[src/hw/ucd_defs.vh]
`ifndef UCD_DEFS_VH
`define UCD_DEFS_VH

// register map, word offsets on the plain register port
`define UCD_ADDR_W 4
`define UCD_OFS_COMMAND 4'h0
`define UCD_OFS_STATE 4'h4

// channel_command field positions
`define UCD_CMD_RSVD_BIT 7
`define UCD_MISC_HI 6
`define UCD_MISC_LO 4
`define UCD_TC_HI 3
`define UCD_TC_LO 2
`define UCD_RC_HI 1
`define UCD_RC_LO 0

// miscellaneous field codes
`define UCD_MISC_NONE 3'h0
`define UCD_MISC_MODE_PTR 3'h1
`define UCD_MISC_RX_RESET 3'h2
`define UCD_MISC_TX_RESET 3'h3
`define UCD_MISC_ERR_RESET 3'h4
`define UCD_MISC_DBRK_RESET 3'h5
`define UCD_MISC_BRK_START 3'h6
`define UCD_MISC_BRK_STOP 3'h7

// transmitter and receiver control codes
`define UCD_CTL_NONE 2'h0
`define UCD_CTL_ENABLE 2'h1
`define UCD_CTL_DISABLE 2'h2
`define UCD_CTL_RSVD 2'h3

// command pulse vector bit positions
`define UCD_PULSE_W 8
`define UCD_P_MODE_PTR 0
`define UCD_P_RX_RESET 1
`define UCD_P_TX_FLAGS_CLR 2
`define UCD_P_ERR_CLR 3
`define UCD_P_DBRK_CLR 4
`define UCD_P_TX_FLAGS_SET 5
`define UCD_P_RX_SEARCH 6
`define UCD_P_RX_DROP 7

// reset values
`define UCD_RST_PULSES 8'h00
`define UCD_RST_STATE_RD 8'h00

`endif

[src/hw/ucd_command_decoder.v]
// Operation
// RQ1 - software writes zero to reserved bit 7; hardware ignores it
// RQ2 - one write carries only non-conflicting commands; resets win over enables
// RQ3 - bits 6 to 4 hold one miscellaneous command; code 000 does nothing
// RQ4 - code 001 points the mode register pointer at the first mode register
// RQ5 - code 010 disables receiver, clears fifo-full and receiver-ready, resets pointer
// RQ6 - software prefers receiver reset over receiver disable when reconfiguring
// RQ7 - code 011 disables transmitter, clears transmitter-empty and transmitter-ready
// RQ8 - code 100 clears received-break, framing, parity and overrun flags
// RQ9 - code 101 clears the delta-break flag
// RQ10 - code 110 drives serial output low; may lag one bit time
// RQ11 - break waits for shift register; held character goes after break
// RQ12 - start break accepted only with transmitter enabled, ignoring clear-to-send
// RQ13 - code 111 returns output to mark within two bit times
// RQ14 - bits 3 to 2 select transmitter command; 00 keeps current state
// RQ15 - transmitter enable sets empty and ready flags; no effect if enabled
// RQ16 - transmitter disable clears flags, finishes current character; no effect if disabled
// RQ17 - software never writes transmitter control code 11
// RQ18 - receiver enable searches start bit unless multidrop; no effect if enabled
// RQ19 - receiver disable drops partial character; loop-back or multidrop keeps receiving
// RQ20 - commands act as one-cycle pulses; command register reads back zero
`timescale 1ns/100ps
`default_nettype none
`include "ucd_defs.vh"

module ucd_command_decoder
(
    // clock and reset
    input wire clk,
    input wire rst_b,
    // register port
    input wire [`UCD_ADDR_W-1:0] reg_addr,
    input wire [7:0] reg_wr_data,
    input wire reg_wr_stb,
    input wire reg_rd_stb,
    output reg [7:0] reg_rd_data_ff,
    // transmitter side status
    input wire tx_shift_busy,
    input wire bit_tick,
    input wire cts_b,
    // receiver side mode
    input wire parity_mode_multidrop,
    input wire local_loopback,
    // command pulses
    output wire mode_ptr_reset_ff,
    output wire rx_fifo_reset_ff,
    output wire tx_flags_clr_ff,
    output wire err_flags_clr_ff,
    output wire delta_break_clr_ff,
    output wire tx_flags_set_ff,
    output wire rx_search_start_ff,
    output wire rx_drop_char_ff,
    // levels
    output reg tx_enable_ff,
    output reg rx_enable_ff,
    output reg rx_run_ff,
    output reg txd_break_ff,
    output reg tx_hold_inhibit_ff
);

    // break sequencer states
    localparam BRK_IDLE = 4'b0001;
    localparam BRK_WAIT = 4'b0010;
    localparam BRK_ACTIVE = 4'b0100;
    localparam BRK_STOPPING = 4'b1000;

    reg [3:0] brk_state_ff;
    reg [3:0] nxt_brk_state;
    reg nxt_txd_break;
    reg tx_stop_pend_ff;
    reg nxt_tx_stop_pend;
    reg nxt_tx_enable;
    reg nxt_rx_enable;
    reg [`UCD_PULSE_W-1:0] nxt_pulse;
    reg [7:0] nxt_rd_data;
    reg nxt_rx_run;
    reg nxt_tx_hold_inhibit;
    reg cmd_sel;
    reg state_sel;

    wire cmd_wr;
    wire [2:0] misc_code;
    wire [1:0] tc_code;
    wire [1:0] rc_code;
    wire rx_reset_cmd;
    wire tx_reset_cmd;
    wire brk_start_cmd;
    wire brk_stop_cmd;
    wire tx_en_cmd;
    wire tx_dis_cmd;
    wire rx_en_cmd;
    wire rx_dis_cmd;
    wire [`UCD_PULSE_W-1:0] pulse_vec;
    wire brk_pending;
    wire [7:0] state_word;

    // address decode; unmapped offsets select nothing
    always @*
    begin
        cmd_sel = 1'b0;
        state_sel = 1'b0;
        if (reg_addr == `UCD_OFS_COMMAND)
        begin
            cmd_sel = 1'b1;
        end
        else if (reg_addr == `UCD_OFS_STATE)
        begin
            state_sel = 1'b1;
        end
    end

    // command decode; bit 7 is simply not looked at [RQ1]
    assign cmd_wr = reg_wr_stb && cmd_sel;
    assign misc_code = reg_wr_data[`UCD_MISC_HI:`UCD_MISC_LO]; // [RQ3]
    assign tc_code = reg_wr_data[`UCD_TC_HI:`UCD_TC_LO]; // [RQ14]
    assign rc_code = reg_wr_data[`UCD_RC_HI:`UCD_RC_LO];

    assign rx_reset_cmd = cmd_wr && (misc_code == `UCD_MISC_RX_RESET);
    assign tx_reset_cmd = cmd_wr && (misc_code == `UCD_MISC_TX_RESET);
    assign brk_start_cmd = cmd_wr && (misc_code == `UCD_MISC_BRK_START);
    assign brk_stop_cmd = cmd_wr && (misc_code == `UCD_MISC_BRK_STOP);

    // code 11 matches neither compare, so it is ignored [RQ17]
    assign tx_en_cmd = cmd_wr && (tc_code == `UCD_CTL_ENABLE);
    assign tx_dis_cmd = cmd_wr && (tc_code == `UCD_CTL_DISABLE);
    assign rx_en_cmd = cmd_wr && (rc_code == `UCD_CTL_ENABLE);
    assign rx_dis_cmd = cmd_wr && (rc_code == `UCD_CTL_DISABLE);

    // one-shot command pulses
    always @*
    begin
        nxt_pulse = `UCD_RST_PULSES;
        if (cmd_wr)
        begin
            // 000 raises none of the miscellaneous-code pulses [RQ3]
            nxt_pulse[`UCD_P_MODE_PTR] = (misc_code == `UCD_MISC_MODE_PTR); // [RQ4]
            nxt_pulse[`UCD_P_RX_RESET] = rx_reset_cmd; // [RQ5]
            nxt_pulse[`UCD_P_ERR_CLR] = (misc_code == `UCD_MISC_ERR_RESET); // [RQ8]
            nxt_pulse[`UCD_P_DBRK_CLR] = (misc_code == `UCD_MISC_DBRK_RESET); // [RQ9]
            // flags clear on reset or on a real disable [RQ7] [RQ16]
            nxt_pulse[`UCD_P_TX_FLAGS_CLR] = tx_reset_cmd || (tx_dis_cmd && tx_enable_ff);
            // a reset in the same write beats the enable [RQ2]
            nxt_pulse[`UCD_P_TX_FLAGS_SET] = tx_en_cmd && !tx_reset_cmd && !tx_enable_ff; // [RQ15]
            nxt_pulse[`UCD_P_RX_SEARCH] = rx_en_cmd && !rx_reset_cmd && !rx_enable_ff
                && !parity_mode_multidrop; // [RQ18]
            // partial character is dropped, status left alone [RQ19]
            nxt_pulse[`UCD_P_RX_DROP] = rx_dis_cmd && rx_enable_ff;
        end
    end

    // pulses last exactly one cycle [RQ20]
    ucd_pulse_reg
    #(
        .WIDTH(`UCD_PULSE_W)
    )
    u_pulse
    (
        .clk(clk),
        .rst_b(rst_b),
        .nxt_pulse(nxt_pulse),
        .pulse_ff(pulse_vec)
    );

    assign mode_ptr_reset_ff = pulse_vec[`UCD_P_MODE_PTR];
    assign rx_fifo_reset_ff = pulse_vec[`UCD_P_RX_RESET];
    assign tx_flags_clr_ff = pulse_vec[`UCD_P_TX_FLAGS_CLR];
    assign err_flags_clr_ff = pulse_vec[`UCD_P_ERR_CLR];
    assign delta_break_clr_ff = pulse_vec[`UCD_P_DBRK_CLR];
    assign tx_flags_set_ff = pulse_vec[`UCD_P_TX_FLAGS_SET];
    assign rx_search_start_ff = pulse_vec[`UCD_P_RX_SEARCH];
    assign rx_drop_char_ff = pulse_vec[`UCD_P_RX_DROP];

    // transmitter enable and graceful stop
    always @*
    begin
        nxt_tx_enable = tx_enable_ff;
        nxt_tx_stop_pend = tx_stop_pend_ff;
        if (tx_reset_cmd)
        begin
            // reset stops at once, not waiting for the shifter [RQ7] [RQ2]
            nxt_tx_enable = 1'b0;
            nxt_tx_stop_pend = 1'b0;
        end
        else if (tx_en_cmd)
        begin
            // enable also cancels a disable still waiting [RQ15]
            nxt_tx_enable = 1'b1;
            nxt_tx_stop_pend = 1'b0;
        end
        else if (tx_dis_cmd && tx_enable_ff)
        begin
            nxt_tx_stop_pend = 1'b1; // [RQ16]
        end
        else if (tx_stop_pend_ff && !tx_shift_busy)
        begin
            // character in flight has finished [RQ16]
            nxt_tx_enable = 1'b0;
            nxt_tx_stop_pend = 1'b0;
        end
    end

    // receiver enable
    always @*
    begin
        nxt_rx_enable = rx_enable_ff;
        if (rx_reset_cmd)
        begin
            nxt_rx_enable = 1'b0; // [RQ5] [RQ2]
        end
        else if (rx_en_cmd && !parity_mode_multidrop)
        begin
            nxt_rx_enable = 1'b1; // [RQ18]
        end
        else if (rx_dis_cmd)
        begin
            nxt_rx_enable = 1'b0; // [RQ19]
        end
    end

    // loop-back and multidrop keep the receiver running despite a disable [RQ19]
    always @*
    begin
        nxt_rx_run = nxt_rx_enable;
        if (local_loopback)
        begin
            nxt_rx_run = 1'b1;
        end
        else if (parity_mode_multidrop)
        begin
            nxt_rx_run = 1'b1;
        end
    end

    // break sequencer; clear-to-send is deliberately not an input here [RQ12]
    always @*
    begin
        nxt_brk_state = brk_state_ff;
        nxt_txd_break = txd_break_ff;
        case (brk_state_ff)
            BRK_IDLE:
            begin
                if (brk_start_cmd && tx_enable_ff)
                begin
                    nxt_brk_state = BRK_WAIT; // [RQ12]
                end
            end
            BRK_WAIT:
            begin
                if (brk_stop_cmd)
                begin
                    nxt_brk_state = BRK_IDLE;
                end
                else if (!tx_shift_busy && bit_tick)
                begin
                    // lands on a bit boundary, so up to one bit late [RQ10] [RQ11]
                    nxt_brk_state = BRK_ACTIVE;
                    nxt_txd_break = 1'b1;
                end
            end
            BRK_ACTIVE:
            begin
                if (brk_stop_cmd)
                begin
                    nxt_brk_state = BRK_STOPPING; // [RQ13]
                end
            end
            BRK_STOPPING:
            begin
                if (brk_start_cmd && tx_enable_ff)
                begin
                    nxt_brk_state = BRK_ACTIVE;
                end
                else if (bit_tick)
                begin
                    // mark returns within one bit time, inside the two allowed [RQ13]
                    nxt_brk_state = BRK_IDLE;
                    nxt_txd_break = 1'b0;
                end
            end
            default:
            begin
                nxt_brk_state = BRK_IDLE;
                nxt_txd_break = 1'b0;
            end
        endcase
        // holding register waits until the break is over [RQ11]
        nxt_tx_hold_inhibit = (nxt_brk_state != BRK_IDLE);
    end

    // status word of the read-only state register
    assign brk_pending = brk_state_ff[1] | brk_state_ff[3];
    assign state_word[7] = 1'b0;
    assign state_word[6] = tx_hold_inhibit_ff;
    assign state_word[5] = txd_break_ff;
    assign state_word[4] = brk_pending;
    assign state_word[3] = tx_stop_pend_ff;
    assign state_word[2] = rx_run_ff;
    assign state_word[1] = rx_enable_ff;
    assign state_word[0] = tx_enable_ff;

    // read path; the command register is write only [RQ20]
    always @*
    begin
        nxt_rd_data = `UCD_RST_STATE_RD;
        if (reg_rd_stb)
        begin
            if (state_sel)
            begin
                nxt_rd_data = state_word;
            end
            else
            begin
                nxt_rd_data = `UCD_RST_STATE_RD;
            end
        end
    end

    // state registers
    always @(posedge clk or negedge rst_b)
    begin
        if (!rst_b)
        begin
            tx_enable_ff <= 1'b0;
            tx_stop_pend_ff <= 1'b0;
            rx_enable_ff <= 1'b0;
            rx_run_ff <= 1'b0;
            brk_state_ff <= BRK_IDLE;
            txd_break_ff <= 1'b0;
            tx_hold_inhibit_ff <= 1'b0;
            reg_rd_data_ff <= `UCD_RST_STATE_RD;
        end
        else
        begin
            tx_enable_ff <= nxt_tx_enable;
            tx_stop_pend_ff <= nxt_tx_stop_pend;
            rx_enable_ff <= nxt_rx_enable;
            rx_run_ff <= nxt_rx_run; // [RQ19]
            brk_state_ff <= nxt_brk_state;
            txd_break_ff <= nxt_txd_break;
            tx_hold_inhibit_ff <= nxt_tx_hold_inhibit; // [RQ11]
            reg_rd_data_ff <= nxt_rd_data;
        end
    end

endmodule // ucd_command_decoder

`default_nettype wire

[src/hw/ucd_pulse_reg.v]
`timescale 1ns/100ps
`default_nettype none

module ucd_pulse_reg
#(
    parameter WIDTH = 8
)
(
    // clock and reset
    input wire clk,
    input wire rst_b,
    // pulse requests, one cycle each
    input wire [WIDTH-1:0] nxt_pulse,
    // registered pulses
    output reg [WIDTH-1:0] pulse_ff
);

    // registering keeps every command output glitch free
    always @(posedge clk or negedge rst_b)
    begin
        if (!rst_b)
        begin
            pulse_ff <= {WIDTH{1'b0}};
        end
        else
        begin
            pulse_ff <= nxt_pulse;
        end
    end

endmodule // ucd_pulse_reg

`default_nettype wire
[config.mk]
export PLATFORM = sky130hd
export DESIGN_NAME = ucd_command_decoder
export DESIGN_NICKNAME = d
export VERILOG_FILES = /design/src/hw/ucd_command_decoder.v /design/src/hw/ucd_pulse_reg.v
export VERILOG_INCLUDE_DIRS = /design/src /design/src/hw
export SDC_FILE = /design/constraint.sdc
export NUM_CORES = 1
export LEC_CHECK = 0
export ABC_AREA = 1
export BUFFER_PORTS_ARGS = -buffer_cell sky130_fd_sc_hd__buf_2
export CAP_MARGIN = 20
export CORE_MARGIN = 2
export CORE_UTILIZATION = 48
export CTS_CLUSTER_SIZE = 40
export DETAILED_ROUTE_END_ITERATION = 8
export PLACE_DENSITY = 0.88
export SETUP_SLACK_MARGIN = 0.2
export SLEW_MARGIN = 5
export SYNTH_ARGS = -nofsm -noshare
export SYNTH_HDL_FRONTEND = slang
export SYNTH_SLANG_ARGS = --single-unit
[constraint.sdc]
create_clock -name clk -period 1.53 [get_ports clk]
set_clock_uncertainty 0.15 [all_clocks]
set_input_delay 0.306 -clock clk [delete_from_list [all_inputs] [get_ports clk]]
set_output_delay 0.306 -clock clk [all_outputs]
set_load 0.02 [all_outputs]
==> results.yml, run 1 <==
clocking:
  clkTransAtPathRegs_ns: 0.13
  cts_buffers: 3
  h-tree-depth: 1
  clk_path_buf_depth: 2
  clock_sinks: 25
  tritoncts: "done"
  root_buffer: "clkbuf_4"
  clk_latency_ns: 0.32
timing:
  drv_slew: 0
  finalSetupViolCount: 0
  period_minus_slack_ns: 1.35
  post-route-period-util_pct: 88.5
  hold_viol_final: 0
  slew_headroom_pct: 63.1
  timing.setup.tns_ns: 0
  rsz0062_at_grt: "yes"
  worst_pin_slew_ns: 0.553
  max_freq_mhz: 738
placement:
  port_buffers: 38
  place_congestion: 0.856
  dp_hpwl_microns: 1800
routing:
  wl_microns: 2530
  drt_iter0_drc: 23
  vias_per_cell: 5.03
  drc_errors: 0
  antenna_left: 0
  vias: 1046
  dr.pass1.iters: 5
  wl_per_cell_microns: 12.2
synthesis:
  syn_area_per_cell_sq_um: 8.61
  ys_ff_latch: 25
  synth_warnings: 0
  synth_compound_area_share_pct: 2.62
  synth_top_family_by_area: "simple AND/OR/NAND/NOR gates"
  synth-simple-area-share_pct: 33.8
  synth_top_area_cell: "dfrtp_1"
  synth_area_leaders: "dfrtp_1 52%, nand2_1 9.5%, inv_1 6.6%, nor2_1 6.6%, nand3_1 3.9%"
  syn_inst: 133
  syn_area_sq_um: 1140
  synth_top_area_share_pct: 52.5
  syn_nets: 154
  synthAdderAreaFrac_pct: 0
  synth_xor_area_share_pct: 0
  synthMuxAreaShare_pct: 0
  ys_types: 21
  seq_area_frac_synth_pct: 54.8
floorplanning:
  die_area_sq_um: 2790
  die_width_microns: 52.8
  core-area_sq_um: 2230
  io-pin-count: 42
  die-height_microns: 52.8
  initial_core_util_pct: 51.3
  fp-row-count: 17
critical_path:
  rrSetupSlack_ns: 0.19
  endpoint_kind: "primary output"
  path_buf_inv: 1
  r2r.worst_path.cells: 6
  slowest_delay_ns: 0.43
  reg2reg_to: "tx_hold_inhibit_ff"
  crit_type: "flop to primary output"
  startpoint_type: "flop"
  crit_arrival_ns: 0.90
  crit_path_start: "rx_enable_ff"
  crit_path_end: "rx_enable_ff"
  path_delay_family: "flip-flops"
  cp_cell_sequence: "buf_6"
  critical_path_depth: 1
  r2r-start: "brk_state_ff[2]"
  cp_data_required_time_ns: 1.07
  critPathSlowestCell: "dfrtp_1"
  crit_fanout: 4
global_routing:
  grt-ovfl-total: 0
  first_global_vias: 935
  grt_max_degree: 26
  grt_usage_pct: 19.7
  grt_first_pass_wirelength_microns: 3840
  grt_antenna_before_repair: 0
power_and_ir_drop:
  seqPwrFrac_pct: 58.3
  pwr-share-comb_pct: 17.1
  clockPowerShare_pct: 24.6
  p_per_area_nw_per_um2: 775
  vdd_drop_max_mv: 0.482
  switching_share_pct: 27.7
  p_leak_nw: 0.845
  fin_total_pwr_mw: 1.20
  p_int_mw: 0.867
  p_sw_mw: 0.332
layout:
  mostFrequentLayoutCells: "29 x nand2_1, 25 x buf_2, 24 x dfrtp_1"
  fin_util_pct: 69.2
  nNetsFinal: 202
  drive_above_1_share_pct: 37.2
  antennaDiodeCount: 0
  layout_commonest_cell: "nand2_1"
  synthToLayoutAreaGrowth_pct: 35.1
  nFillCells: 181
flow_run:
  maxCapViolCount: 0
worst_hold_path:
  worstHoldStart: "local_loopback"
  hold_path_class: "primary input to flop"
status:
  status: "finished clean"
power by group through the flow:
stage | logic [mW] | clock network (mW) | registers [mW]
after global routing | 0.227 | 0.320 | 0.701
after detailed placement | 0.162 | 0 | 0.714
final | 0.205 | 0.295 | 0.699
after floorplan | 0.0701 | 0 | 0.730
after CTS | 0.191 | 0.302 | 0.697
after global placement | 0.155 | 0 | 0.712
synth_stat cells:
| cell type | count |
|---|---|
| nand4_4 | 1 |
| nor2_2 | 1 |
| conb_1 | 1 |
| buf_4 | 1 |
| nand2_2 | 3 |
| nor3_1 | 3 |
| dfrtp_1 | 24 |
| inv_2 | 1 |
| o21ai_1 | 2 |
| nand4_1 | 4 |
| o21ai_0 | 3 |
| nand3_2 | 3 |
| inv_1 | 20 |
| nand2_1 | 29 |
| nand3_1 | 9 |
| nor2_4 | 2 |
| buf_6 | 1 |
| dfstp_2 | 1 |
| nor2_1 | 20 |
| a21oi_1 | 1 |
| nor4_1 | 3 |
metrics by stage:
stage                     std cells  hold WS, ns  setup WS (ns)  area (sq um)
final                           208       0.0196          0.176          1550
after global routing            208       0.0170          0.101          1550
after CTS                       207       0.0127          0.167          1480
after detailed placement        199        0.175         0.0900          1380
after global placement          199        0.168          0.169          1380
after floorplan                 133       -0.140          0.244          1140
kinds of logic after synthesis:
group | count (synthesis)
buffers and inverters | 23
other | 1
AOI/OAI and AO/OA | 6
DFF | 25
and+or+nand+nor | 78
what timing repair did:
item,CTS,global route
buffers inserted,3,1
pin swaps,2,0
hold endpoints to repair,24,0
setup endpoints to repair,8,19
gates cloned,0,0
hold buffers,1,0
gates resized for setup,14,21
sequential cells by signal (all words and copies together), names as in the netlist:
register,count
rx_enable_ff,1
rx_run_ff,1
tx_stop_pend_ff,1
reg_rd_data_ff,7
txd_break_ff,1
u_pulse.pulse_ff,8
brk_state_ff,4
tx_hold_inhibit_ff,1
tx_enable_ff,1
per-layer routing:
| metal | GRT usage (%) | vias to the layer above | wire, microns |
|---|---|---|---|
| met5 | 0 | - | 0 |
| met4 | 8.97 | 0 | 53 |
| met3 | 2.57 | 8 | 138 |
| met2 | 37.9 | 41 | 1360 |
| met1 | 20.8 | 489 | 980 |
| li1 | - | 508 | - |
cell type report:
class / count / area [sq um] / share of cell area [%]
sequential: 25 / 627 / 40.5
multi-input combinational: 85 / 440 / 28.5
timing repair buffer: 45 / 339 / 21.9
inverter: 21 / 78.8 / 5.10
tap: 28 / 35.0 / 2.27
clock buffer: 4 / 26.3 / 1.70
worst min-delay path by stage:
| stage | to | slack [ns] | cells after the start |
|---|---|---|---|
| final | rx_run_ff | 0.02 | 3 |
| after global routing | rx_run_ff | 0.02 | 3 |
| after CTS | rx_run_ff | 0.01 | 3 |
| after detailed placement | reg_rd_data_ff[2] | 0.18 | 1 |
| after global placement | rx_run_ff | 0.17 | 1 |
| after floorplan | brk_state_ff[1] | -0.14 | 0 |
No activity file was read; power rests on OpenSTA's default activity.
==> run 2: changes to the inputs <==
--- a/config.mk
+++ b/config.mk
@@ -10,10 +10,10 @@
 export BUFFER_PORTS_ARGS = -buffer_cell sky130_fd_sc_hd__buf_2
 export CAP_MARGIN = 20
 export CORE_MARGIN = 2
-export CORE_UTILIZATION = 48
+export CORE_UTILIZATION = 51
 export CTS_CLUSTER_SIZE = 40
 export DETAILED_ROUTE_END_ITERATION = 8
-export PLACE_DENSITY = 0.88
+export PLACE_DENSITY = 0.92
 export SETUP_SLACK_MARGIN = 0.2
 export SLEW_MARGIN = 5
 export SYNTH_ARGS = -nofsm -noshare
==> constraint.sdc (replaced) <==
create_clock -name clk -period 1.7 [get_ports clk]
set_clock_uncertainty 0.15 [all_clocks]
set_input_delay 0.34 -clock clk [delete_from_list [all_inputs] [get_ports clk]]
set_output_delay 0.34 -clock clk [all_outputs]
set_load 0.02 [all_outputs]
==> run 2 against run 1 <==
- via count is 3.0% lower
- sequential power is 9.4% lower
- global-route usage is 0.11 points lower
- worst setup slack better by 0.087 ns
- non-clock buffer count is 6 lower
- register-to-register slack better by 0.12 ns
- die area is 5.4% lower
- worst hold slack better by 0.058 ns
- combinational power is 28% lower
- critical path depth stayed put
- sequential share of layout area is 4.6 points higher
- clock power is 13% lower
- highest routed layer unchanged
==> results.yml, run 2 (synthesis gave the netlist of run 1 again) <==
critical_path:
  slowest_delay_ns: 0.47
  cp_data_required_time_ns: 1.21
  crit_type: "flop to primary output"
  path_buf_inv: 1
  path_delay_family: "flip-flops"
  critPathSlowestCell: "dfrtp_2"
  endpoint_kind: "primary output"
  startpoint_type: "flop"
  crit_arrival_ns: 0.95
  cp_cell_sequence: "buf_2"
  crit_fanout: 6
clocking:
  tritoncts: "done"
  clk_latency_ns: 0.31
  cts_setup_buffers: 0
  clock_sinks: 25
  root_buffer: "clkbuf_4"
  h-tree-depth: 1
  clkTransAtPathRegs_ns: 0.12
  cts_buffers: 3
  clk_path_buf_depth: 2
status:
  status: "finished clean"
routing:
  drt_iter0_drc: 34
  vias: 1015
  wl_per_cell_microns: 11.9
  drc_errors: 0
  vias_per_cell: 5.02
  antenna_left: 0
  wl_microns: 2410
  dr.pass1.iters: 4
global_routing:
  grt_antenna_before_repair: 0
  first_global_vias: 967
  grt_max_degree: 26
  grt_usage_pct: 19.6
  grt-ovfl-total: 0
  grt_first_pass_wirelength_microns: 3850
power_and_ir_drop:
  p_leak_nw: 0.803
  vdd_drop_max_mv: 0.392
  p_per_area_nw_per_um2: 746
timing:
  post-route-period-util_pct: 84.5
  period_minus_slack_ns: 1.44
  max_freq_mhz: 696
  finalSetupViolCount: 0
  hold_viol_final: 0
  worst_pin_slew_ns: 0.533
  drv_slew: 0
  timing.hold.ws_ns: 0.0778
  rsz0062_at_grt: "no"
  slew_headroom_pct: 64.5
  timing.setup.tns_ns: 0
  timing.final.ws_setup_ns: 0.263
floorplanning:
  initial_core_util_pct: 52.8
  io-pin-count: 42
  fp-row-count: 17
  core-area_sq_um: 2170
  die_area_sq_um: 2640
  die_width_microns: 51.4
  die-height_microns: 51.4
layout:
  antennaDiodeCount: 0
  largestRegisters: "u_pulse.pulse_ff x8, reg_rd_data_ff x7, brk_state_ff x4"
  largest_reg_flops: 8
  fin_util_pct: 64.1
  nNetsFinal: 196
  largest_register: "u_pulse.pulse_ff"
  layout_commonest_cell: "buf_2"
  drive_above_1_share_pct: 31.6
  synthToLayoutAreaGrowth_pct: 21.5
  mostFrequentLayoutCells: "38 x buf_2, 29 x nand2_1, 23 x dfrtp_1"
flow_run:
  maxCapViolCount: 0
placement:
  place_congestion: 0.805
  place_ws_ns: 0.0982
  port_buffers: 38
  dp_hpwl_microns: 1860
worst_hold_path:
  hold_path_class: "primary input to flop"
run 2: cell types whose count changed in the layout (fill, tap and decap cells not counted), moves of 5 or more:
| cell | delta |
|---|---|
| nor2_2 | -5 |
| buf_4 | -5 |
| buf_6 | -13 |
| buf_2 | +13 |
| nor2_1 | +5 |
run 2: cell type report:
type / count / area, sq um
clock buffer: 4 / 26.3
fill: 187 / 778
inverter: 21 / 78.8
multi-input combinational: 85 / 423
sequential: 25 / 628
tap: 28 / 35.0
timing repair buffer: 39 / 200
run 2: power by group:
| group | internal (mW) | total, mW | switching (mW) | leakage (nW) |
|---|---|---|---|---|
| combinational | 0.0489 | 0.148 | 0.0987 | 0.449 |
| sequential | 0.615 | 0.633 | 0.0179 | 0.339 |
| clock | 0.0917 | 0.257 | 0.166 | 0.0150 |
| total | 0.755 | 1.04 | 0.282 | 0.803 |
run 2: stage by stage:
step           power, mW  std cells  cell area (sq um)
3_3_place_gp       0.777        197               1350
5_1_grt             1.08        202               1390
4_1_cts             1.04        202               1390
6_report            1.04        202               1390
2_1_floorplan      0.720        133               1140
3_5_place_dp       0.786        197               1350
run 2: per-layer routing:
layer / track usage (%) / up-vias / wire (microns)
li1: - / 496 / -
met1: 21.5 / 473 / 937
met2: 36.1 / 38 / 1300
met3: 1.17 / 8 / 96
met4: 12.7 / 0 / 70
met5: 0 / - / 0
run 2: path summary, 6_finish.rpt:
| kind | cells past startpoint | slack (ns) | end | start |
|---|---|---|---|---|
| max in group asynchronous | 2 | 0.61 | tx_enable_ff | rst_b |
| hold / removal | 3 | 0.08 | rx_run_ff | local_loopback |
| setup reg to reg | 7 | 0.31 | txd_break_ff | brk_state_ff[0] |
| min in group asynchronous | 2 | 0.41 | reg_rd_data_ff[3] | rst_b |
| setup / recovery | 1 | 0.26 | tx_enable_ff | tx_enable_ff |
| hold reg to reg | 1 | 0.34 | u_pulse.pulse_ff[6] | rx_enable_ff |
run 2: worst min-delay path, cell delays in order:
cell and delay, ns:
buf_2 0.07, nor2_1 0.03, nand2_1 0.06
run 2: what timing repair did:
action | in CTS | in global routing
setup endpoints to repair | 0 | 2
resized for setup | 0 | 2
endpoints found under the hold margin | 24 | 0
hold buffers | 1 | 0
==> run 3: changes to the inputs <==
--- a/config.mk
+++ b/config.mk
@@ -6,14 +6,14 @@
 export SDC_FILE = /design/constraint.sdc
 export NUM_CORES = 1
 export LEC_CHECK = 0
-export ABC_AREA = 1
+export ABC_AREA = 0
 export BUFFER_PORTS_ARGS = -buffer_cell sky130_fd_sc_hd__buf_2
 export CAP_MARGIN = 20
 export CORE_MARGIN = 2
-export CORE_UTILIZATION = 51
+export CORE_UTILIZATION = 43
 export CTS_CLUSTER_SIZE = 40
 export DETAILED_ROUTE_END_ITERATION = 8
-export PLACE_DENSITY = 0.92
+export PLACE_DENSITY = 0.83
 export SETUP_SLACK_MARGIN = 0.2
 export SLEW_MARGIN = 5
 export SYNTH_ARGS = -nofsm -noshare
==> constraint.sdc (replaced) <==
create_clock -name clk -period 1.3 [get_ports clk]
set_clock_uncertainty 0.15 [all_clocks]
set_input_delay 0.26 -clock clk [delete_from_list [all_inputs] [get_ports clk]]
set_output_delay 0.26 -clock clk [all_outputs]
set_load 0.02 [all_outputs]
==> run 3 against run 2 <==
- the run now ends with DRC, hold timing, setup timing left
- die area increased by 21%
- synthesized area increased by 3.2%
- worst setup slack got worse by 0.56 ns
- via count increased by 19%
- critical endpoint is now txd_break_ff
- largest power group unchanged
==> results.yml, run 3 <==
floorplanning:
  initial_core_util_pct: 44.0
  die_area_sq_um: 3180
  io-pin-count: 42
  die-height_microns: 56.4
  core-area_sq_um: 2690
  fp-row-count: 19
  die_width_microns: 56.4
power_and_ir_drop:
  p_per_area_nw_per_um2: 902
  p_leak_nw: 0.949
  fin_total_pwr_mw: 1.81
  vdd_drop_max_mv: 0.804
synthesis:
  synth-edff-count: 0
  synth_top_area_share_pct: 50.8
  synthMuxAreaShare_pct: 1.69
  syn_nets: 129
  synth_flop_cell: "dfrtp_1"
  async_flop_share_pct: 100
  yosysMostFrequentCell: "dfrtp_1"
  synth_area_leaders: "dfrtp_1 51%, and2_1 3.7%, nand2_1 2.5%, dfstp_2 2.2%, nor4b_1 2.2%"
  ys_ff_latch: 25
  syn_area_per_cell_sq_um: 10.9
  synth_warnings: 0
  synth_top_family_by_area: "simple AND/OR/NAND/NOR gates"
  syn_area_sq_um: 1180
  synthTopCellsByCount: "24 x dfrtp_1, 8 x nand2_1, 7 x and2_1, 5 x nor2_1"
  seq_area_frac_synth_pct: 53.1
  syn_inst: 108
  synth_top_area_cell: "dfrtp_1"
  synth_compound_area_share_pct: 11.1
  ys_types: 42
  synthAdderAreaFrac_pct: 0
  synth-simple-area-share_pct: 28.9
  synth_xor_area_share_pct: 0.742
timing:
  drv_slew: 0
  hold_viol_final: 1
  timing.hold.ws_ns: -0.0324
  rsz0062_at_grt: "yes"
  period_minus_slack_ns: 1.60
  max_freq_mhz: 626
  timing.final.ws_setup_ns: -0.298
  finalSetupViolCount: 10
  worst_pin_slew_ns: 0.574
  post-route-period-util_pct: 123
  slew_headroom_pct: 61.7
global_routing:
  first_global_vias: 1202
  grt_usage_pct: 22.2
  grt_first_pass_wirelength_microns: 5460
  grt_max_degree: 26
  grt_antenna_before_repair: 0
  grt-ovfl-total: 0
routing:
  wl_per_cell_microns: 17.0
  wl_microns: 3660
  drt_iter0_drc: 59
  dr.pass1.iters: 7
  vias_per_cell: 5.62
  vias: 1208
  drc_errors: 2
  antenna_left: 0
layout:
  layout_commonest_cell: "buf_4"
  nNetsFinal: 206
  nFillCells: 165
  largest_register: "u_pulse.pulse_ff"
  antennaDiodeCount: 0
  largestRegisters: "u_pulse.pulse_ff x8, reg_rd_data_ff x7, brk_state_ff x4"
  final_cell_area_sq_um: 2000
  synthToLayoutAreaGrowth_pct: 69.4
  drive_above_1_share_pct: 58.7
  mostFrequentLayoutCells: "31 x buf_4, 26 x buf_6, 22 x dfrtp_1"
  largest_reg_flops: 8
placement:
  dp_hpwl_microns: 2170
  place_congestion: 0.820
  postPlaceCellArea_sq_um: 1630
  port_buffers: 38
clocking:
  clk_path_buf_depth: 2
  cts_buffers: 3
  tritoncts: "done"
  clk_latency_ns: 0.32
  clkTransAtPathRegs_ns: 0.14
  h-tree-depth: 1
  clock_sinks: 25
  root_buffer: "clkbuf_4"
  hold_buffers: 1
status:
  status: "finished, violations left"
  violations: "DRC, hold timing, setup timing"
critical_path:
  endpoint_kind: "flop"
  crit_type: "flop to flop"
  startpoint_type: "flop"
  crit_arrival_ns: 1.68
  crit_fanout: 6
  cp_data_required_time_ns: 1.38
worst_hold_path:
  hold_path_class: "primary input to flop"
flow_run:
  maxCapViolCount: 0
[run 3: changes by cell type in the layout (fill, tap and decap cells not counted), sizes merged, moves of 5 or more]
cell and delta:
inv -17, and2 +7, nand2 -24, buf +37, nand3 -8, nand2b +5, nor2 -18
[run 3: timing repair]
| item | in CTS | in global routing |
|---|---|---|
| gates resized for setup | 56 | 13 |
| endpoints found under the hold margin | 26 | 2 |
| setup buffers | 8 | 1 |
| pin swaps | 3 | 6 |
| setup endpoints to repair | 30 | 35 |
[run 3: worst max-delay path, stage by stage (launching register included)]
cell,delay (ns)
dfrtp_2,0.50
or3_1,0.42
a31oi_2,0.18
mux2i_1,0.21
nor2_1,0.05
[run 3: cell families (layout without fill, tap and decap cells)]
family	after synthesis	after routing
xor+xnor	1	1
flops	25	25
other cells	1	1
buf+inv	8	84
simple gates	53	53
mux	2	2
compound gates	18	18
[run 3: area by class of cell]
type	instances	area, sq um	share of cell area, %
Tap cell	31	38.8	1.94
Timing Repair Buffer	76	626	31.3
Inverter	4	15.0	0.750
Clock buffer	4	26.3	1.31
Multi-Input combinational cell	75	666	33.3
Sequential cell	25	629	31.5
[run 3: worst paths after layout]
check	startpoint	to	slack (ns)	depth (start not counted)
hold reg to reg	rx_run_ff	reg_rd_data_ff[2]	0.37	1
max in group asynchronous	rst_b	brk_state_ff[2]	0.30	2
setup / recovery	brk_state_ff[2]	txd_break_ff	-0.30	4
setup reg to reg	brk_state_ff[2]	txd_break_ff	-0.30	4
min in group asynchronous	rst_b	reg_rd_data_ff[2]	0.29	2
hold / removal	local_loopback	rx_run_ff	-0.03	2
[run 3: metal layers]
metal	global-route usage, %	vias up	routed length, microns
met5	0	-	0
met4	7.82	0	93
met3	1.84	12	240
met2	41.5	72	1960
met1	26.4	582	1370
li1	-	542	-
[run 3: per-stage QoR]
| stage | util, % | instances | TNS, ns | setup slack [ns] |
|---|---|---|---|---|
| 2_1_floorplan | - | 108 | -1.23 | -0.256 |
| 3_3_place_gp | 60.7 | 201 | -1.57 | -0.221 |
| 3_5_place_dp | 60.7 | 201 | -2.38 | -0.234 |
| 4_1_cts | 71.5 | 214 | -1.35 | -0.239 |
| 5_1_grt | 74.5 | 215 | -2.08 | -0.391 |
| 6_report | 74.5 | 215 | -1.60 | -0.298 |
[run 3: power breakdown]
group          leakage (nW)  switching (mW)  total [mW]  internal (mW)
clock network        0.0150           0.237       0.357          0.120
logic                 0.610           0.270       0.569          0.298
registers             0.324          0.0450       0.880          0.835
